<file path="src/timer_pkg.sv">
// Constants, types and state layout of the 16-bit timer half.
// Assumes an AXI4-Lite master with 32-bit data and one clock.
// Behaviour
// - Enable starts down-count; zero reloads once the prescale runs out
// - One-shot clears enable at zero; periodic continues
// - Time-out sets raw flag until cleared
// - Unmasked time-out sets masked flag, interrupt
// - Time-out triggers ADC only when enabled
// - Interval load write reloads counter next cycle
// - Stall enable freezes count during debug halt
// - Prescale N gives N+1 clocks per count
// - Prescaler bypassed in capture and PWM modes
// - Edge count uses rising, falling or both
// - Each edge decrements; match sets match flags
// - After match reload, disable, ignore further edges
// - Edge time runs free from interval load
// - Selected edge captures count, sets capture flags; both captures on rising only
// - Edge time keeps running, reloads at zero
// - Captured value holds until next selected edge
// - PWM reloads at zero, raises no status
// - PWM sets at start value, clears at match
// - Output invert bit inverts PWM signal
// - Mode field one-shot is 1, periodic 2
// - Mode field 3 is capture, bit selects
// - Counter and load reset 0xFFFF, prescale 0
package timer_pkg;
	// Byte offsets
	localparam logic [7:0]  OFF_CFG    = 8'h00;
	localparam logic [7:0]  OFF_MODE   = 8'h04;
	localparam logic [7:0]  OFF_CTL    = 8'h0c;
	localparam logic [7:0]  OFF_IMR    = 8'h18;
	localparam logic [7:0]  OFF_RIS    = 8'h1c;
	localparam logic [7:0]  OFF_MIS    = 8'h20;
	localparam logic [7:0]  OFF_ICR    = 8'h24;
	localparam logic [7:0]  OFF_ILR    = 8'h28;
	localparam logic [7:0]  OFF_MATCH  = 8'h30;
	localparam logic [7:0]  OFF_PRE    = 8'h38;
	localparam logic [7:0]  OFF_VAL    = 8'h48;
	// Control register bits
	localparam int          CTL_EN     = 0;
	localparam int          CTL_STALL  = 1;
	localparam int          CTL_EVT    = 2;
	localparam int          CTL_OTE    = 5;
	localparam int          CTL_PWML   = 6;
	// Mode register bits
	localparam int          MODE_MR    = 0;
	localparam int          MODE_CMR   = 2;
	localparam int          MODE_AMS   = 3;
	// Status bits
	localparam int          ST_TO      = 0;
	localparam int          ST_CM      = 1;
	localparam int          ST_CE      = 2;
	// Field encodings
	localparam logic [1:0]  MR_ONESHOT = 2'h1;
	localparam logic [1:0]  MR_PERIOD  = 2'h2;
	localparam logic [1:0]  MR_CAPTURE = 2'h3;
	localparam logic [1:0]  EVT_RISE   = 2'h0;
	localparam logic [1:0]  EVT_FALL   = 2'h1;
	localparam logic [1:0]  EVT_BOTH   = 2'h3;
	localparam logic [2:0]  CFG_16BIT  = 3'h4;
	localparam logic [1:0]  RESP_OKAY  = 2'h0;
	localparam logic [1:0]  RESP_SLV   = 2'h2;
	// Reset values
	localparam logic [15:0] RST_CNT    = 16'hffff;
	localparam logic [15:0] RST_ILR    = 16'hffff;
	localparam logic [7:0]  RST_PRE    = 8'h00;
	localparam logic [2:0]  RST_CFG    = 3'h0;

	// Decoded operating mode
	typedef enum logic [5:0] {
		OP_OFF   = 6'h01,
		OP_ONE   = 6'h02,
		OP_PER   = 6'h04,
		OP_ECNT  = 6'h08,
		OP_ETIME = 6'h10,
		OP_PWM   = 6'h20
	} op_e;

	// Software-visible registers
	typedef struct packed {
		logic [2:0]  cfg;
		logic [1:0]  mr;
		logic        cmr;
		logic        ams;
		logic        en;
		logic        stall;
		logic [1:0]  evt;
		logic        ote;
		logic        pwml;
		logic [2:0]  imr;
		logic [15:0] ilr;
		logic [15:0] match;
		logic [7:0]  pre;
	} regs_s;

	// Whole state of the block
	typedef struct packed {
		regs_s       r;
		logic [2:0]  raw;
		logic [15:0] cnt;
		logic [7:0]  pc;
		logic [15:0] cap;
		logic        pin1;
		logic        pin2;
		logic        pin3;
		logic        hlt1;
		logic        hlt2;
		logic        lvl;
		logic        pwm;
		logic        trig;
		logic        irq;
		logic        awrdy;
		logic        bvalid;
		logic [1:0]  bresp;
		logic        arrdy;
		logic        rvalid;
		logic [1:0]  rresp;
		logic [31:0] rdata;
	} state_s;
endpackage

</file>
<file path="src/timer_half.sv">
// One 16-bit timer half: one-shot, periodic, edge count, edge time, PWM.
// Assumes an AXI4-Lite master on aclk; pin and halt inputs are asynchronous.
`timescale 1ns/10ps
`default_nettype none
module timer_half #(
	parameter int ADDR_W = 8
) (
	// Clock and reset
	input  wire logic              aclk,
	input  wire logic              aresetn,
	// Write address and data
	input  wire logic [ADDR_W-1:0] awaddr,
	input  wire logic              awvalid,
	output logic                   awready,
	input  wire logic [31:0]       wdata,
	input  wire logic [3:0]        wstrb,
	input  wire logic              wvalid,
	output logic                   wready,
	// Write response
	output logic [1:0]             bresp,
	output logic                   bvalid,
	input  wire logic              bready,
	// Read address and data
	input  wire logic [ADDR_W-1:0] araddr,
	input  wire logic              arvalid,
	output logic                   arready,
	output logic [31:0]            rdata,
	output logic [1:0]             rresp,
	output logic                   rvalid,
	input  wire logic              rready,
	// Pins and system signals
	input  wire logic              capture_compare_pin,
	input  wire logic              debug_halt,
	output logic                   irq,
	output logic                   adc_trigger,
	output logic                   pwm_out
);
	timer_pkg::state_s s_q;   // Registered state
	timer_pkg::state_s s_d;   // Next state
	timer_pkg::op_e    op;    // Decoded mode
	logic              wr;    // Write taken this cycle
	logic              rd;    // Read taken this cycle
	logic              rise;  // Synced rising edge
	logic              fall;  // Synced falling edge
	logic              hit;   // Qualifying edge
	logic              run;   // Enabled and not stalled
	logic [15:0]       dec;   // Count minus one
	logic [31:0]       wm;    // Write data merged with old

	// Mode decode; alternate select wins only with the periodic mode field and cmr clear
	function automatic timer_pkg::op_e op_of(input timer_pkg::regs_s r);
		// PWM needs all three mode fields, so it is tested first
		if (r.ams && !r.cmr && r.mr == timer_pkg::MR_PERIOD)
			return timer_pkg::OP_PWM;
		case (r.mr)
			timer_pkg::MR_ONESHOT: return timer_pkg::OP_ONE;
			timer_pkg::MR_PERIOD:  return timer_pkg::OP_PER;
			timer_pkg::MR_CAPTURE:
				return r.cmr ? timer_pkg::OP_ETIME : timer_pkg::OP_ECNT;
			default:               return timer_pkg::OP_OFF;
		endcase
	endfunction

	// Address known to the register map
	function automatic logic mapped(input logic [ADDR_W-1:0] a);
		case (8'(a))
			timer_pkg::OFF_CFG, timer_pkg::OFF_MODE, timer_pkg::OFF_CTL,
			timer_pkg::OFF_IMR, timer_pkg::OFF_RIS, timer_pkg::OFF_MIS,
			timer_pkg::OFF_ICR, timer_pkg::OFF_ILR, timer_pkg::OFF_MATCH,
			timer_pkg::OFF_PRE, timer_pkg::OFF_VAL: return 1'b1;
			default:                                  return 1'b0;
		endcase
	endfunction

	// Read value of one register
	function automatic logic [31:0] rd_val(input timer_pkg::state_s s,
		input logic [ADDR_W-1:0] a);
		logic [31:0] v;
		v = 32'h0000_0000;
		case (8'(a))
			timer_pkg::OFF_CFG:   v[2:0] = s.r.cfg;
			timer_pkg::OFF_MODE:  v[3:0] = {s.r.ams, s.r.cmr, s.r.mr};
			timer_pkg::OFF_CTL:   v[6:0] = {s.r.pwml, s.r.ote, 1'b0, s.r.evt,
				s.r.stall, s.r.en};
			timer_pkg::OFF_IMR:   v[2:0] = s.r.imr;
			timer_pkg::OFF_RIS:   v[2:0] = s.raw;
			timer_pkg::OFF_MIS:   v[2:0] = s.raw & s.r.imr;
			timer_pkg::OFF_ILR:   v[15:0] = s.r.ilr;
			timer_pkg::OFF_MATCH: v[15:0] = s.r.match;
			timer_pkg::OFF_PRE:   v[7:0] = s.r.pre;
			// Edge time shows the held capture, otherwise the live count
			timer_pkg::OFF_VAL:   v[15:0] = (op_of(s.r) == timer_pkg::OP_ETIME)
				? s.cap : s.cnt;
			default:              v = 32'h0000_0000;
		endcase
		return v;
	endfunction

	// Byte-lane merge of write data into the old value
	function automatic logic [31:0] merge(input logic [31:0] o,
		input logic [31:0] d, input logic [3:0] st);
		logic [31:0] v;
		v = o;
		for (int i = 0; i < 4; i++)
			if (st[i])
				v[i*8 +: 8] = d[i*8 +: 8];
		return v;
	endfunction

	// Handshake and edge helpers
	assign wr   = s_q.awrdy & awvalid & wvalid;
	assign rd   = s_q.arrdy & arvalid;
	assign rise = s_q.pin2 & ~s_q.pin3;
	assign fall = ~s_q.pin2 & s_q.pin3;
	assign op   = op_of(s_q.r);
	assign run  = s_q.r.en & ~(s_q.r.stall & s_q.hlt2);
	assign dec  = s_q.cnt - 16'h0001;
	assign wm   = merge(rd_val(s_q, awaddr), wdata, wstrb);
	// Edge time never counts both edges; both falls back to rising
	assign hit  = (s_q.r.evt == timer_pkg::EVT_RISE) ? rise
		: (s_q.r.evt == timer_pkg::EVT_FALL) ? fall
		: (s_q.r.evt == timer_pkg::EVT_BOTH)
			? (op == timer_pkg::OP_ETIME ? rise : rise | fall)
		: 1'b0;

	// Next-state logic: counting first, then bus writes override
	always_comb
	begin
		logic [2:0] set;
		logic [2:0] clr;
		set = 3'h0;
		clr = 3'h0;
		s_d = s_q;
		// Two-stage synchronisers, third stage for edges
		s_d.pin1 = capture_compare_pin;
		s_d.pin2 = s_q.pin1;
		s_d.pin3 = s_q.pin2;
		s_d.hlt1 = debug_halt;
		s_d.hlt2 = s_q.hlt1;
		s_d.trig = 1'b0;
		case (op)
			// Prescaled down-count
			timer_pkg::OP_ONE, timer_pkg::OP_PER:
				if (run)
				begin
					// Reload waits out the prescale too: a period is (n+1)(p+1)
					if (s_q.pc != 8'h00)
						s_d.pc = s_q.pc - 8'h01;
					else if (s_q.cnt == 16'h0000)
					begin
						s_d.cnt = s_q.r.ilr;
						s_d.pc = s_q.r.pre;
						set[timer_pkg::ST_TO] = 1'b1;
						s_d.trig = s_q.r.ote;
						if (op == timer_pkg::OP_ONE)
							s_d.r.en = 1'b0;
					end
					else
					begin
						s_d.cnt = dec;
						s_d.pc = s_q.r.pre;
					end
				end
			// Count edges down to the match value
			timer_pkg::OP_ECNT:
				if (run && hit)
				begin
					if (dec == s_q.r.match)
					begin
						s_d.cnt = s_q.r.ilr;
						s_d.r.en = 1'b0;
						set[timer_pkg::ST_CM] = 1'b1;
					end
					else
						s_d.cnt = dec;
				end
			// Free run with capture
			timer_pkg::OP_ETIME:
				if (run)
				begin
					s_d.cnt = (s_q.cnt == 16'h0000) ? s_q.r.ilr : dec;
					if (hit)
					begin
						s_d.cap = s_q.cnt;
						set[timer_pkg::ST_CE] = 1'b1;
					end
				end
			// PWM: no status, level set at start, cleared at match
			timer_pkg::OP_PWM:
				if (run)
				begin
					s_d.cnt = (s_q.cnt == 16'h0000) ? s_q.r.ilr : dec;
					if (s_q.cnt == s_q.r.ilr)
						s_d.lvl = 1'b1;
					else if (s_q.cnt == s_q.r.match)
						s_d.lvl = 1'b0;
				end
			// Unused mode codes hold everything
			default:
				s_d.cnt = s_q.cnt;
		endcase
		// Register writes; a write wins over a hardware enable clear
		if (wr)
		begin
			case (8'(awaddr))
				timer_pkg::OFF_CFG:   s_d.r.cfg = wm[2:0];
				timer_pkg::OFF_MODE:
				begin
					s_d.r.mr = wm[timer_pkg::MODE_MR +: 2];
					s_d.r.cmr = wm[timer_pkg::MODE_CMR];
					s_d.r.ams = wm[timer_pkg::MODE_AMS];
				end
				timer_pkg::OFF_CTL:
				begin
					s_d.r.en = wm[timer_pkg::CTL_EN];
					s_d.r.stall = wm[timer_pkg::CTL_STALL];
					s_d.r.evt = wm[timer_pkg::CTL_EVT +: 2];
					s_d.r.ote = wm[timer_pkg::CTL_OTE];
					s_d.r.pwml = wm[timer_pkg::CTL_PWML];
				end
				timer_pkg::OFF_IMR:   s_d.r.imr = wm[2:0];
				timer_pkg::OFF_ICR:   clr = wdata[2:0] & {3{wstrb[0]}};
				timer_pkg::OFF_ILR:
				begin
					s_d.r.ilr = wm[15:0];
					s_d.cnt = wm[15:0];
					s_d.pc = s_q.r.pre;
				end
				timer_pkg::OFF_MATCH: s_d.r.match = wm[15:0];
				timer_pkg::OFF_PRE:
				begin
					s_d.r.pre = wm[7:0];
					s_d.pc = wm[7:0];
				end
				// Read-only or unmapped: ignored
				default:              clr = 3'h0;
			endcase
		end
		// Set beats clear in the same cycle
		s_d.raw = (s_q.raw & ~clr) | set;
		s_d.irq = |(s_d.raw & s_d.r.imr);
		s_d.pwm = s_d.lvl ^ s_d.r.pwml;
		// Write channel: ready pulses once both address and data wait
		s_d.awrdy = ~s_q.awrdy & ~s_q.bvalid & awvalid & wvalid;
		if (wr)
		begin
			s_d.bvalid = 1'b1;
			s_d.bresp = mapped(awaddr) ? timer_pkg::RESP_OKAY : timer_pkg::RESP_SLV;
		end
		else if (s_q.bvalid && bready)
			s_d.bvalid = 1'b0;
		// Read channel
		s_d.arrdy = ~s_q.arrdy & ~s_q.rvalid & arvalid;
		if (rd)
		begin
			s_d.rvalid = 1'b1;
			s_d.rdata = rd_val(s_q, araddr);
			s_d.rresp = mapped(araddr) ? timer_pkg::RESP_OKAY : timer_pkg::RESP_SLV;
		end
		else if (s_q.rvalid && rready)
			s_d.rvalid = 1'b0;
		// Synchronous reset to documented defaults
		if (!aresetn)
		begin
			s_d = '0;
			s_d.r.cfg = timer_pkg::RST_CFG;
			s_d.r.ilr = timer_pkg::RST_ILR;
			s_d.r.pre = timer_pkg::RST_PRE;
			s_d.cnt = timer_pkg::RST_CNT;
		end
	end

	// State register
	always_ff @(posedge aclk)
	begin
		s_q <= s_d;
	end

	// Outputs straight from flip-flops
	assign awready     = s_q.awrdy;
	assign wready      = s_q.awrdy;
	assign bvalid      = s_q.bvalid;
	assign bresp       = s_q.bresp;
	assign arready     = s_q.arrdy;
	assign rvalid      = s_q.rvalid;
	assign rdata       = s_q.rdata;
	assign rresp       = s_q.rresp;
	assign irq         = s_q.irq;
	assign adc_trigger = s_q.trig;
	assign pwm_out     = s_q.pwm;

	logic tmo;  // Time-out condition
	assign tmo = (op == timer_pkg::OP_ONE || op == timer_pkg::OP_PER)
		&& run && s_q.cnt == 16'h0000 && s_q.pc == 8'h00;
endmodule
`default_nettype wire

</file>
<file path="config.mk">
export PLATFORM = sky130hd
export DESIGN_NAME = timer_half
export DESIGN_NICKNAME = d
export VERILOG_FILES = /design/src/timer_pkg.sv /design/src/timer_half.sv
export SDC_FILE = /design/constraint.sdc
export NUM_CORES = 1
export LEC_CHECK = 0
export ABC_CLOCK_PERIOD_IN_PS = 3560
export BUFFER_PORTS_ARGS = -buffer_cell sky130_fd_sc_hd__buf_2
export CAP_MARGIN = 30
export CORE_MARGIN = 1.5
export CORE_UTILIZATION = 43
export CTS_BUF_LIST = sky130_fd_sc_hd__clkbuf_16
export DETAILED_ROUTE_END_ITERATION = 8
export GPL_ROUTABILITY_DRIVEN = 0
export SYNTH_ARGS = -nofsm -noshare
export SYNTH_HDL_FRONTEND = slang
export SYNTH_SLANG_ARGS = --single-unit
</file>
<file path="constraint.sdc">
create_clock -name aclk -period 3.56 [get_ports aclk]
set_clock_uncertainty 0.05 [all_clocks]
set_input_delay 0.534 -clock aclk [delete_from_list [all_inputs] [get_ports aclk]]
set_output_delay 0.534 -clock aclk [all_outputs]
set_load 0.05 [all_outputs]
</file>
### Word level (Yosys, flattened, before mapping)

Cells that the tools add are included.

* add/subtract/negate cells: 2
* equal/unequal tests: 35
* muxes and demuxes: 83
* bitwise logic cells: 31
* reductions and logical operators: 26

Operators by type and width (count)
* 2-to-1 mux 16 bit: 9
* equality test 8 x 6 -> 1 bit, second input constant: 10
* 2-to-1 mux 24 bit: 3
* 2-to-1 mux 8 bit: 7
* 2-to-1 mux 49 bit: 1
* equality test 16 bit: 3
* 2-to-1 mux 6 bit: 8
* case mux 16 bit (3 select lines): 1
* 2-to-1 mux 1 bit: 36
* equality test 8 x 5 -> 1 bit, second input constant: 4
* case mux 3 bit (10 select lines): 1
* case mux 3 bit (5 select lines): 2
* case mux 8 bit (3 select lines): 1
* OR reduction 11 bit: 2
* equality test 6 x 5 -> 1 bit, second input constant: 3
* case mux 3 bit (6 select lines): 1
* equality test 8 x 3 -> 1 bit, second input constant: 2
* equality test 8 x 4 -> 1 bit, second input constant: 2
* equality test 8 x 7 -> 1 bit, second input constant: 2
* logical NOT 16 bit: 1
* logical NOT 8 bit: 2
* case mux 8 bit (2 select lines): 1
* subtractor 16 x 1 -> 16 bit, second input constant: 1
* case mux 5 bit (3 select lines): 1
* other kinds (30): 73

* register bits: 132
* bits of input ports: 61
* output and inout port bits: 44
* word-level logic and storage cells: 210

### Logic depth before layout (Yosys ltp)

* depth after elaboration: 17
* mapped depth: 13
* gate-level depth less buffers: 11

### Least setup slack after synthesis

OpenSTA, ideal clock, no wires.

* kind: reg-to-reg
* start point: register s_q[74] (netlist bit)
* end point: register s_q[79] (netlist bit)
* setup time: 0.127 ns
* data arrival time: 3.232 ns
* data required time: 3.383 ns
* slack: 0.152 ns
* stages on the path, launching flop included: 13
* buffers on the path: 3
* clock period less this slack: 3.408 ns
* cells stage by stage: dfxtp_1 -> buf_6 -> or4_1 -> buf_2 -> or4_4 -> or4b_4 -> nand3_2 -> nand2_2 -> nor4_4 -> buf_6 -> nor2_1 -> a2111oi_2 -> nor3_1

* cells in the longest elaborated chain, start to end: 7
* elaborated cells on any way between the ends: 13
* classes of those cells: 1 x add/sub; 1 x eq/ne; 10 x mux; 1 x reduce/logical

Ends and longest elaborated chain
* start: declaration: RTL line timer_half.sv:38 `timer_pkg::state_s s_q;`
* start signal: assignment: RTL line timer_half.sv:276 `s_q <= s_d;`
* subtractor 16 x 1 -> 16 bit or logical NOT 16 bit (tied branches)
* equality test 16 bit or 2-to-1 mux 24 bit (tied branches): RTL line timer_half.sv:168, timer_half.sv:149
* 2-to-1 mux 16 bit, on equally long branches: RTL line timer_half.sv:168, timer_half.sv:147
* 2-to-1 mux 16 bit or 2-to-1 mux 24 bit (tied branches): RTL line timer_half.sv:166, timer_half.sv:144
* case mux 16 bit (3 select lines) *: RTL line timer_half.sv:141 `case (op)`
* 2-to-1 mux 16 bit: RTL line timer_half.sv:205 `case (8'(awaddr))`
* 2-to-1 mux 24 bit *: RTL line timer_half.sv:203 `if (wr)`

Mark *: on every way between the ends. The rest lies on a longest branch, timed or not.
A chain may end at the register's enable or synchronous reset.

### Final worst setup path

* start point: register s_q[74] (netlist bit)
* end point: register s_q[85] (netlist bit)

The elaborated chain is that of the path after synthesis.

==> flow_metrics.py <==
metrics = {
    "synth": {
        "synth-edff-count": 0,
        "synth_warnings": 0,
        "ys_ff_latch": 130,
        "synth_top_area_share": 0.298,
        "ys.flop_type": "dfxtp_1",
        "synth_area_leader_cell": "dfxtp_1",
        "synth_area_per_cell_um2": 7.62,
        "ys_types": 80,
        "yosys-top-cells-area": "dfxtp_1, mux2i_1, nand2_1, o21ai_0, a21oi_1",
        "syn_inst": 1146,
        "ys_seq_area_frac": 0.298,
        "synthArstFlopShare": 0,
        "syn-cell-area_mm2": 0.00873,
    },
    "flow_run": {
        "cap_violations": 0,
    },
    "status": {
        "status": "finished clean",
    },
    "global_route": {
        "grtUsageTotal": 0.285,
        "grt_overflow_total": 0,
        "grt_pass1_wl_um": 47100,
        "grt_max_degree": 63,
        "grt_pass1_vias": 8115,
        "antenna_found_initial": 0,
    },
    "power_and_ir_drop": {
        "power.internal_uw": 2580,
        "pwr-share-clk": 0.503,
        "leakage_uw": 0.00414,
        "combPwrFrac": 0.077,
        "peakVddDrop_mv": 0.329,
        "p_sw_uw": 933,
        "p_seq_frac": 0.420,
        "power.density_mw_per_mm2": 352,
        "switching_share": 0.266,
    },
    "timing": {
        "tns_ns": 0,
        "period_share": 0.950,
        "fin_crit_ns": 3.38,
        "slew_headroom": 0.336,
        "holdWs_ns": 0.258,
        "rsz0062_at_grt": "no",
        "fmax_mhz": 296,
        "worstMarginPinSlew_ns": 0.987,
        "hold_violations": 0,
        "setup_viol": 0,
        "slew_violations": 0,
    },
    "drt": {
        "drt_pass1_iterations": 6,
        "via_per_inst": 6.03,
        "drt_iter0_markers": 1021,
        "post_drt_wl_per_cell_um": 20.5,
        "wirelength_um": 30300,
        "vias": 8892,
        "drcViolationCount": 0,
        "antenna_left": 0,
    },
    "place": {
        "dpl.hpwl_um": 22100,
        "portBuffers": 68,
    },
    "clock_tree": {
        "ctsLongestPathBuffers": 2,
        "clock_latency_ns": 0.43,
        "cts_tree": "done",
        "cts_hold_buf": 0,
        "cts.htree.levels": 4,
        "cts.sinks": 130,
        "numCtsBuffers": 17,
        "cts.clk_slew.worst_paths_ns": 0.06,
        "cts_root_buffer": "clkbuf_16",
    },
    "setup_path": {
        "cp_max_fo": 7,
        "critPathRequiredTime_ns": 3.83,
        "r2r_slack_ns": 0.18,
        "cp-end-kind": "flop",
        "crit_path_start_kind": "flop",
        "crit_arrival_ns": 3.65,
        "rr_endpoint": "s_q[85]",
        "criticalPathCategory": "reg2reg",
        "reg2reg_depth": 11,
        "r2r-start": "s_q[74]",
    },
    "min_path": {
        "hp-class": "in2reg",
        "hold_depth": 2,
        "min_to": "s_q[45]",
        "min_from": "debug_halt",
    },
    "floorplanning": {
        "core_mm2": 0.0197,
        "start_util": 0.444,
        "die_h_um": 145,
        "die_width_um": 145,
        "die_area_mm2": 0.0212,
        "placementRows": 51,
        "boundaryPins": 105,
    },
    "final_layout": {
        "diodes": 0,
        "drive_gt1_frac": 0.163,
        "area_growth_pct": 14.4,
        "nets": 1263,
    },
}
-- registers in the layout, indices dropped and copies added (netlist names) --
| name | cells |
|---|---|
| rdata | 16 |
| adc_trigger | 1 |
| rresp | 1 |
| irq | 1 |
| bvalid | 1 |
| arready | 1 |
| pwm_out | 1 |
| awready | 1 |
| rvalid | 1 |
| bresp | 1 |
| s_q | 105 |
-- repair_timing --
action	4_1_cts	5_1_grt
resized for setup	0	3
setup endpoints to repair	0	8
buffers inserted	0	2
-- power by group through the flow --
stage               registers [µW]  clock network [µW]  logic (µW)
finish                        1470                1760         272
global route                  1480                1840         289
CTS                           1470                1780         269
detailed placement            1510                   0         267
global placement              1510                   0         267
floorplan                     1510                   0         211
-- critical path: stages (launching register included) --
cell       delay [ns]
dfxtp_1          0.49
inv_1            0.14
ha_1             0.27
nor2b_1          0.17
or4b_2           0.63
nand3_1          0.15
o2111ai_1        0.20
nor4_4           0.38
buf_4            0.20
a21oi_1          0.04
a211o_1          0.26
a221o_1          0.28
-- placed cells by master (no fill, tap or decap), drive strengths merged, types with 4 or more instances in the layout --
master	instances
nand4	14
and2	22
nand2b	6
a22oi	22
o21ai	85
or3	13
o211a	7
a31oi	7
conb	18
dfxtp	130
xor2	35
clkbuf	17
o31ai	4
o21a	4
nand3	32
nor3	34
xnor2	5
nor4	15
inv	23
ha	5
clkinv	7
a21oi	76
a221oi	18
a211oi	6
a21o	12
a21boi	21
mux2i	59
nor4b	5
nand2	139
and3	9
nor2	79
or4	6
o22ai	5
o211ai	10
mux2	12
o221ai	9
nor2b	51
a221o	5
buf	137
-- worst max-delay path by stage --
stage          startpoint      end  slack [ns]
3_3_place_gp      s_q[73]  s_q[79]        0.13
2_1_floorplan     s_q[74]  s_q[79]        0.15
5_1_grt           s_q[74]  s_q[85]        0.01
4_1_cts           s_q[74]  s_q[86]        0.09
3_5_place_dp      s_q[74]  s_q[86]        0.10
6_report          s_q[74]  s_q[85]        0.18
-- synthesized netlist by cell type (18+ instances only) --
| library cell | instances |
|---|---|
| inv_1 | 19 |
| a21boi_0 | 21 |
| nand3_1 | 31 |
| a21oi_1 | 76 |
| and2_1 | 21 |
| nor2_1 | 79 |
| buf_4 | 37 |
| nor3_1 | 34 |
| xor2_1 | 35 |
| o21ai_0 | 83 |
| clkbuf_1 | 79 |
| nand2_1 | 138 |
| dfxtp_1 | 130 |
| nor2b_1 | 51 |
| a221oi_1 | 18 |
| a22oi_1 | 22 |
| mux2i_1 | 59 |
-- layer usage --
metal / vias to the layer above / GRT usage / wire length [µm]
li1: 4185 / - / -
met1: 4182 / 0.411 / 13500
met2: 454 / 0.432 / 13300
met3: 71 / 0.0386 / 2590
met4: 0 / 0.101 / 921
met5: - / 0 / 0
-- metrics by stage --
step           cell area [µm²]  instances   util  worst slack (ns)  power, µW
2_1_floorplan             8790       1163      -             0.152       1720
3_3_place_gp              9360       1440  0.476             0.130       1770
3_5_place_dp              9370       1441  0.477             0.105       1770
4_1_cts                   9960       1473  0.507            0.0853       3520
5_1_grt                   9980       1475  0.508            0.0133       3610
6_report                  9980       1475  0.508             0.179       3510
-- cells by family after synthesis --
kind of cell	share of synthesized area
AND/OR/NAND/NOR	0.253
AO/OA/AOI/OAI	0.238
buffers and inverters	0.0784
flip-flops	0.298
multiplexers	0.0831
XOR/XNOR	0.0401
adder cells (fa/ha/maj)	0.00831
other	0.000430
-- final cells by class --
class                           instances  area (µm²)
Fill cell                            2004        9670
Tap cell                              265         332
Clock inverter                         15         159
Sequential cell                       130        2600
Clock buffer                           17         425
Inverter                               19        71.3
Timing Repair Buffer                  137         878
Multi-Input combinational cell        892        5510
Power figures use the tool's default switching activity.
